===== src/pkg/fpi_pkg.sv =====
`default_nettype none
package fpi_pkg;

  ////////////////////////////////////////////////////////////////////////////
  // Register offsets, reset values and field positions.
  localparam logic [7:0] PROT_OFS    = 8'hfa;
  localparam logic [7:0] IRQ_OFS     = 8'hfb;
  localparam logic [7:0] PAGE_OFS    = 8'hfc;
  localparam logic [7:0] PROT_RST    = 8'hff;
  localparam logic [7:0] PROT_LOCKED = 8'hff;
  localparam logic [7:0] IRQ_RST     = 8'h00;
  localparam logic [7:0] PAGE_RST    = 8'h00;
  localparam logic [7:0] RDATA_RST   = 8'h00;
  localparam logic [7:0] UNMAPPED_RD = 8'h00;

  localparam int DONE_EN_BIT = 7;
  localparam int ERR_EN_BIT  = 6;
  localparam int DONE_BIT    = 5;
  localparam int WVIO_BIT    = 3;
  localparam int TMO_BIT     = 2;
  localparam int PVIO_BIT    = 1;
  localparam int MVIO_BIT    = 0;
  localparam logic [7:0] IRQ_WR_MASK  = 8'hc0;
  localparam logic [7:0] IRQ_RD_CLEAR = 8'h2f;
  localparam logic [7:0] ERR_MASK     = 8'h0f;

  localparam int INFO_BIT     = 7;
  localparam int PAGE_W       = 7;
  localparam int ADDR_W       = 17;
  localparam int ADDR_BLK_LSB = 14;
  localparam int PAGE_BLK_LSB = 4;
  localparam logic [7:0] SMALL_PROT_MASK = 8'h0f;
  localparam logic [7:0] SMALL_PAGE_MASK = 8'hbf;

  ////////////////////////////////////////////////////////////////////////////
  // Row program time-out, counted in controller clocks.
  localparam int              ROW_TMO_TICKS = 2432;
  localparam int              TMO_W         = 12;
  localparam logic [TMO_W-1:0] TMO_LAST     = 12'(ROW_TMO_TICKS - 1);
  localparam logic [TMO_W-1:0] TMO_RST      = 12'h000;
  localparam int              FDIV_W        = 8;
  localparam logic [FDIV_W-1:0] FDIV_CNT_RST = 8'h00;

  ////////////////////////////////////////////////////////////////////////////
  // Carriers and module state.
  typedef struct packed {
    logic       wr;
    logic       rd;
    logic [7:0] addr;
    logic [7:0] wdata;
  } fpi_io_type;

  typedef struct packed {
    logic              mass_set;
    logic              page_set;
    logic              row_set;
    logic              op_done;
    logic              row_end;
    logic              wr_req;
    logic [ADDR_W-1:0] wr_addr;
  } fpi_ctl_type;

  typedef struct packed {
    logic [7:0]       prot;
    logic [7:0]       irq;
    logic [7:0]       page;
    logic             mass;
    logic             page_erase_start;
    logic             row;
    logic [TMO_W-1:0] tmo_cnt;
    logic [7:0]       rdata;
    logic             wr_go;
    logic             irq_done;
    logic             irq_err;
  } fpi_state_type;

  typedef struct packed {
    logic [FDIV_W-1:0] cnt;
    logic              tick;
  } fpi_tick_state_type;

endpackage
`default_nettype wire


===== src/rtl/fpi_tick.sv =====
`timescale 1ns/1ps
`default_nettype none
module fpi_tick #(
  parameter int DIV_W = 8
) (
  input  wire logic             mclk_i,
  input  wire logic             rst_i,
  input  wire logic             run_i,
  input  wire logic [DIV_W-1:0] div_i,
  output logic                  tick_o
);

  fpi_pkg::fpi_tick_state_type st_r;
  fpi_pkg::fpi_tick_state_type st_nxt;

  // One pulse every div_i system clocks; a zero divider acts as one.
  always_comb begin
    st_nxt      = st_r;
    st_nxt.tick = 1'b0;
    if (!run_i) begin
      st_nxt.cnt = fpi_pkg::FDIV_CNT_RST;
    end else if (st_r.cnt + 8'h01 >= div_i) begin
      st_nxt.cnt  = fpi_pkg::FDIV_CNT_RST;
      st_nxt.tick = 1'b1;
    end else begin
      st_nxt.cnt = st_r.cnt + 8'h01;
    end
  end

  always_ff @(posedge mclk_i or posedge rst_i) begin
    if (rst_i) begin
      st_r <= '0;
    end else begin
      st_r <= st_nxt;
    end
  end

  assign tick_o = st_r.tick;

endmodule
`default_nettype wire


===== src/rtl/fpi_top.sv =====
// Overview of operation
// - Any protect bit in use (only bits 3..0 in small variant) refuses mass erase unless the information page is selected.
// - Information page has no protection bit.
// - Protect register writable only after key unlock.
// - Locked protect write forces all ones.
// - Bit n guards 16 KB block n.
// - Small variant ignores protect bits 7..4.
// - Done and error interrupts, separately enabled.
// - Row program aborts after 2432 controller clocks.
// - Write to protected block suppressed, flagged.
// - Protected page erase refused, flagged.
// - Mass erase with protection refused, flagged, except with information page selected.
// - Error enable routes four error flags.
// - Completion sets done flag, done enable.
// - Interrupt register read clears flags.
// - Select bit steers to information page.
// - Information page erases spare main array.
// - Page field picks one of 128 pages, 64 in small variant.
// - Page field ignored with information page.
// - Erase control bits clear when finished.
// - Time-out clock divided from system clock.
`timescale 1ns/1ps
`default_nettype none
module fpi_top #(
  parameter bit SMALL_MEM = 1'b0
) (
  input  wire logic                      mclk_i,
  input  wire logic                      rst_i,
  input  wire fpi_pkg::fpi_io_type       io_i,
  input  wire fpi_pkg::fpi_ctl_type      ctl_i,
  input  wire logic                      key_unlocked_i,
  input  wire logic [fpi_pkg::FDIV_W-1:0] fdiv_i,
  output logic [7:0]                     io_rdata_o,
  output logic                           mass_erase_o,
  output logic                           page_erase_start_o,
  output logic                           row_program_start_o,
  output logic                           info_page_select_o,
  output logic [fpi_pkg::PAGE_W-1:0]     page_o,
  output logic                           write_go_o,
  output logic                           irq_done_o,
  output logic                           irq_err_o
);

  fpi_pkg::fpi_state_type st_r;
  fpi_pkg::fpi_state_type st_nxt;
  logic                   tick;
  logic [7:0]             prot_eff;
  logic                   busy;
  logic                   info_sel;
  logic                   wr_blocked;
  logic                   pg_blocked;
  logic                   mass_blocked;

  ////////////////////////////////////////////////////////////////////////////
  // Controller clock for the row program time-out.

  fpi_tick #(
    .DIV_W (fpi_pkg::FDIV_W)
  ) u_tick (
    .mclk_i (mclk_i),
    .rst_i  (rst_i),
    .run_i  (st_r.row),
    .div_i  (fdiv_i),
    .tick_o (tick)
  );

  ////////////////////////////////////////////////////////////////////////////
  // Protection decode.

  assign prot_eff = SMALL_MEM ? (st_r.prot & fpi_pkg::SMALL_PROT_MASK)
                              : st_r.prot;
  assign info_sel = st_r.page[fpi_pkg::INFO_BIT];
  assign busy     = st_r.mass | st_r.page_erase_start | st_r.row;

  assign wr_blocked = !info_sel &&
    prot_eff[ctl_i.wr_addr[fpi_pkg::ADDR_BLK_LSB +: 3]];
  assign pg_blocked = !info_sel &&
    prot_eff[st_r.page[fpi_pkg::PAGE_BLK_LSB +: 3]];
  assign mass_blocked = !info_sel && (prot_eff != 8'h00);

  ////////////////////////////////////////////////////////////////////////////
  // Next state.

  always_comb begin
    st_nxt       = st_r;
    st_nxt.wr_go = 1'b0;

    // Register writes and the clear-on-read come first so that events
    // raised in the same cycle override them.
    if (io_i.wr) begin
      case (io_i.addr)
        fpi_pkg::PROT_OFS: begin
          st_nxt.prot = key_unlocked_i ? io_i.wdata : fpi_pkg::PROT_LOCKED;
        end
        fpi_pkg::IRQ_OFS: begin
          st_nxt.irq = (st_r.irq & ~fpi_pkg::IRQ_WR_MASK) |
                       (io_i.wdata & fpi_pkg::IRQ_WR_MASK);
        end
        fpi_pkg::PAGE_OFS: begin
          st_nxt.page = SMALL_MEM ? (io_i.wdata & fpi_pkg::SMALL_PAGE_MASK)
                                  : io_i.wdata;
        end
        default: begin
        end
      endcase
    end

    if (io_i.rd) begin
      case (io_i.addr)
        fpi_pkg::PROT_OFS: st_nxt.rdata = st_r.prot;
        fpi_pkg::IRQ_OFS: begin
          st_nxt.rdata = st_r.irq;
          st_nxt.irq   = st_nxt.irq & ~fpi_pkg::IRQ_RD_CLEAR;
        end
        fpi_pkg::PAGE_OFS: st_nxt.rdata = st_r.page;
        default:           st_nxt.rdata = fpi_pkg::UNMAPPED_RD;
      endcase
    end

    // Erase and row program requests are taken only while idle; the array is single-ported.
    if (!busy) begin
      if (ctl_i.mass_set) begin
        if (mass_blocked) begin
          st_nxt.irq[fpi_pkg::MVIO_BIT] = 1'b1;
        end else begin
          st_nxt.mass = 1'b1;
        end
      end else if (ctl_i.page_set) begin
        if (pg_blocked) begin
          st_nxt.irq[fpi_pkg::PVIO_BIT] = 1'b1;
        end else begin
          st_nxt.page_erase_start = 1'b1;
        end
      end else if (ctl_i.row_set) begin
        st_nxt.row     = 1'b1;
        st_nxt.tmo_cnt = fpi_pkg::TMO_RST;
      end
    end else if (ctl_i.op_done || (st_r.row && ctl_i.row_end)) begin
      st_nxt.mass                   = 1'b0;
      st_nxt.page_erase_start               = 1'b0;
      st_nxt.row                    = 1'b0;
      st_nxt.irq[fpi_pkg::DONE_BIT] = 1'b1;
    end else if (st_r.row && tick) begin
      if (st_r.tmo_cnt == fpi_pkg::TMO_LAST) begin
        st_nxt.row                   = 1'b0;
        st_nxt.irq[fpi_pkg::TMO_BIT] = 1'b1;
      end else begin
        st_nxt.tmo_cnt = st_r.tmo_cnt + 12'h001;
      end
    end

    if (ctl_i.wr_req) begin
      if (wr_blocked) begin
        st_nxt.irq[fpi_pkg::WVIO_BIT] = 1'b1;
      end else begin
        st_nxt.wr_go = 1'b1;
      end
    end

    st_nxt.irq_err  = st_nxt.irq[fpi_pkg::ERR_EN_BIT] &&
                      ((st_nxt.irq & fpi_pkg::ERR_MASK) != 8'h00);
    st_nxt.irq_done = st_nxt.irq[fpi_pkg::DONE_EN_BIT] &&
                      st_nxt.irq[fpi_pkg::DONE_BIT];
  end

  always_ff @(posedge mclk_i or posedge rst_i) begin
    if (rst_i) begin
      st_r          <= '0;
      st_r.prot     <= fpi_pkg::PROT_RST;
      st_r.irq      <= fpi_pkg::IRQ_RST;
      st_r.page     <= fpi_pkg::PAGE_RST;
      st_r.tmo_cnt  <= fpi_pkg::TMO_RST;
      st_r.rdata    <= fpi_pkg::RDATA_RST;
    end else begin
      st_r <= st_nxt;
    end
  end

  assign io_rdata_o          = st_r.rdata;
  assign mass_erase_o        = st_r.mass;
  assign page_erase_start_o  = st_r.page_erase_start;
  assign row_program_start_o = st_r.row;
  assign info_page_select_o  = st_r.page[fpi_pkg::INFO_BIT];
  assign page_o              = st_r.page[fpi_pkg::PAGE_W-1:0];
  assign write_go_o          = st_r.wr_go;
  assign irq_done_o          = st_r.irq_done;
  assign irq_err_o           = st_r.irq_err;

  logic prot_wr;
  logic irq_rd;
  assign prot_wr = io_i.wr && io_i.addr == fpi_pkg::PROT_OFS;
  assign irq_rd  = io_i.rd && io_i.addr == fpi_pkg::IRQ_OFS;
endmodule
`default_nettype wire

===== config.mk =====
export PLATFORM = sky130hd
export DESIGN_NAME = fpi_top
export DESIGN_NICKNAME = d
export VERILOG_FILES = /design/src/pkg/fpi_pkg.sv /design/src/rtl/fpi_tick.sv /design/src/rtl/fpi_top.sv
export SDC_FILE = /design/constraint.sdc
export NUM_CORES = 1
export LEC_CHECK = 0
export BUFFER_PORTS_ARGS = -buffer_cell sky130_fd_sc_hd__buf_2
export CORE_MARGIN = 10
export CORE_UTILIZATION = 45
export CTS_CLUSTER_SIZE = 8
export DETAILED_ROUTE_END_ITERATION = 7
export HOLD_SLACK_MARGIN = 0.02
export PLACE_DENSITY = 0.82
export SLEW_MARGIN = 20
export SYNTH_ARGS = -nofsm -noshare
export SYNTH_HDL_FRONTEND = slang
export SYNTH_HIERARCHICAL = 1
export SYNTH_SLANG_ARGS = --single-unit

===== constraint.sdc =====
create_clock -name mclk_i -period 1.95 [get_ports mclk_i]
set_input_delay 0.195 -clock mclk_i [delete_from_list [all_inputs] [get_ports mclk_i]]
set_output_delay 0.195 -clock mclk_i [all_outputs]
set_load 0.02 [all_outputs]

==> impl_metrics.csv <==
group,metric,value,unit
status,run_status,"finished, violations left",
status,failed_checks,"setup timing",
setup_path,cpPeakStageDelay,0.42,ns
layout,post_synthesis_to_final_layout_area_growth,20.58,%
route,antenna_violating_nets_post_route,0,
clock_tree,clk-insertion-delay-late,0.33,ns
placement,globalplace.congestion,0.8388,
hold_path,hp-class,"input pin to register",
layout,regArea,0.001461,mm2
setup_path,timing.critical_path.to_type,"register",
die,number_of_top_level_design_ports,74,
yosys,postSynthNetCount,384,
setup_path,worstPathRequired,2.17,ns
timing,setup_violations,9,
clock_tree,worst_setup_hold_path_clk_slew,0.06,ns
route,dr_vias_cell,5.326,
timing,finalSetupTns,-0.7873,ns
timing,finalClockSkew,0.007676,ns
setup_path,worst-path-max-fanout,5,
clock_tree,cts_buffers,9,
yosys,synthMostInstantiatedCell,"dfrtp_1",
global_routing,pin_count_of_the_biggest_net_entering_global_routing,50,
global_routing,grt_pass1_wl,12410,um
yosys,synth_top_flop_cell,"dfrtp_1",
global_routing,number_of_antenna_violations_at_the_first_check_in_global_routing,0,
route,postRouteWirelength,7808,um
yosys,asyncSetResetFlopFracSynth,100.0,%
job,max-cap-violations,0,
yosys,ys_top_cells_by_count,"dfrtp_1, nand2_1, inv_1",
timing,grt_setup_unrepaired,"true",
die,starting_density_of_the_core,46.27,%
power_and_ir_drop,leakagePower,1.875,nW
placement,dpl.hpwl,5935,um
global_routing,grt_resource_usage_total,13.45,%
timing,slew_violations,0,
setup_path,path_cells,"and3_4 -> buf_6 -> nand2_4 -> xnor2_2 -> ha_1 -> nand4_1 -> o311ai_4 -> buf_6 -> nor2b_1",
route,detailroute.via_count,2631,
die,floorplan.rows,31,
layout,count_of_inserted_antenna_diode_cells,0,
clock_tree,cts-root-to-sink-buffers,2,
placement,placed_cells_incl_taps,470,
power_and_ir_drop,power_density,696.0,mW/mm2
setup_path,path_class,"register to register",
die,core,0.007253,mm2
clock_tree,clk_root_buffer_cell,"clkbuf_8",
timing,clock.fmax,486.8,MHz
layout,final-instance-count-excl-fill,494,
layout,fillCellCount,624,
yosys,syn_area_per_cell,10.42,um2
route,detailedRoute.firstIterationViolations,157,
setup_path,critical_path_source_type,"register",
timing,fin_crit,2.054,ns
yosys,post_synth_inst_count,322,
timing,timing.final.ws_setup,-0.1043,ns
timing,share_of_the_clock_period_used_by_the_worst_path,105.4,%
yosys,synth_area,0.003356,mm2
global_routing,globalRouteOverflowTotal,0,
die,fp.dieArea,0.01131,mm2
route,detail_route.first_pass.iterations,4,
yosys,synth_area_leaders,"dfrtp_1, dfstp_2, buf_4",
die,die_w,106.4,um
yosys,synth_seq_area_share,43.55,%
layout,fin_nets,452,
global_routing,grt_pass1_vias,2659,
yosys,synth.ff_latch_count,58,
yosys,synth_warnings,6,
route,post_drt_wl_per_cell,15.81,um
setup_path,worstPathBufferInverterCount,2,
clock_tree,tritoncts_clock_tree,"built",
yosys,synth_edf_count,0,
power_and_ir_drop,vdd_drop_max,0.3281,mV
yosys,synth_cell_type_count,59,
setup_path,crit_top_cell,"buf_6",
route,route.detailed.drc,0,
die,floorplan.die.height,106.4,um
timing,tightestPinTransition,0.6136,ns
setup_path,critPathTopFamily,"simple AND/OR/NAND/NOR gates",
setup_path,worstPathArrival,2.27,ns
timing,hold_viol_final,0,
clock_tree,clock-sinks,58,
placement,placement.io_buffers,59,
timing,max_slew_margin,59.09,%
yosys,netlist.top_cell.by_area,"dfrtp_1",
yosys,synth.top_cell.area_share,37.29,%
setup_path,crit_slowest_cell,"dfrtp_1",
layout,final_layout_size_suffix_gt1_share,35.44,%
clock_tree,cts-htree-levels,3,
layout,multi_input_logic_area,0.001714,mm2
[through the flow]
stage	total power [mW]	hold WS (ns)	setup WS, ns	cell area (um2)	util [%]
after detailed placement	1.875	0.1938	-0.1977	3706	51.10
after global placement	1.853	0.1793	-0.08402	3706	51.10
after global routing	2.961	0.09004	-0.2184	4046	55.79
after CTS	2.809	0.08411	-0.1019	3926	54.13
after floorplan	1.708	0.02292	0.01018	3356	-
final	2.816	0.09572	-0.1043	4046	55.79
[per-layer routing]
layer	wire (um)	global-route usage (%)	share of wire [%]
met5	0	0	0
met4	197	6.963	2.5
met3	261	2.717	3.3
met2	4063	22.79	52
met1	3286	15.74	42
[power breakdown]
part | internal, mW | switching [mW]
Clock | 0.458 | 0.458
Sequential | 1.29 | 0.100
Combinational | 0.232 | 0.280
[logic make-up after synthesis]
group / after synthesis / share of synthesized area, %
DFF: 58 / 43.55
and+or+nand+nor: 104 / 17.71
AOI/OAI and AO/OA: 67 / 16.85
adders and majority gates: 10 / 3.729
buffers and inverters: 50 / 8.538
muxes: 18 / 5.705
xor gates and xnor gates: 15 / 3.915
[flip-flops by register name (all words and copies together) (netlist names), 7 cells and up]
name         count
prot_eff         8
page_o           7
st_r            19
u_tick/st_r      8
io_rdata_o       8
[final cells by class]
class	instances	area share, %
multi-input cells	214	42.36
flip-flops and latches	58	36.12
repair buffers	85	12.55
clock buffers	13	3.432
well taps	99	3.061
inverters	22	2.041
clock inverters	3	0.4329
[final timing paths]
path                            cells after the start                startpoint  slack, ns                  endpoint
worst max-delay path                                9  u_tick/st_r[2]$_DFF_PP0_      -0.10  u_tick/st_r[4]$_DFF_PP0_
worst min-delay path                                2                   io_i[4]        0.1     page_o[4]$_DFFE_PP0P_
worst max register to register                      9  u_tick/st_r[2]$_DFF_PP0_      -0.10  u_tick/st_r[4]$_DFF_PP0_
worst min register to register                      2   prot_eff[0]$_DFFE_PP1P_       0.50   prot_eff[0]$_DFFE_PP1P_
max in group asynchronous                           4                     rst_i       0.95      st_r[21]$_DFFE_PP0P_
min in group asynchronous                           3                     rst_i       0.39   u_tick/tick_o$_DFF_PP0_
[worst register-to-register path: cells and delay by family (launching register included)]
kind / cells / cell delay [ns]
compound gates: 1 / 0.31
fa+ha+maj: 1 / 0.31
buf+inv: 2 / 0.27
xor+xnor: 1 / 0.15
simple gates: 4 / 0.49
flops: 1 / 0.42
[cells in the final DEF, fill, tap and decap left out, drive strengths merged, types with 3 or more instances in the layout]
master	n
mux2	9
a211oi	5
a31oi	4
o21ai	12
nand3	13
nand2	26
nor2	16
a21oi	6
and4	3
xnor2	12
mux2i	9
and3	3
clkbuf	13
inv	22
a22o	8
xor2	3
a22oi	8
nor2b	20
nor4	3
o22ai	8
nand4	4
dfstp	8
dfrtp	50
buf	84
and2	3
ha	10
nand3b	3
[repair_timing]
item	in CTS	in global routing
gates resized for setup	7	17
hold endpoints to repair	9	0
setup buffers	4	3
hold buffers	1	0
pin swaps	13	10
endpoints found under the setup margin	9	14
gates cloned	0	0
Note: power is estimated with default switching activity, not from simulation.
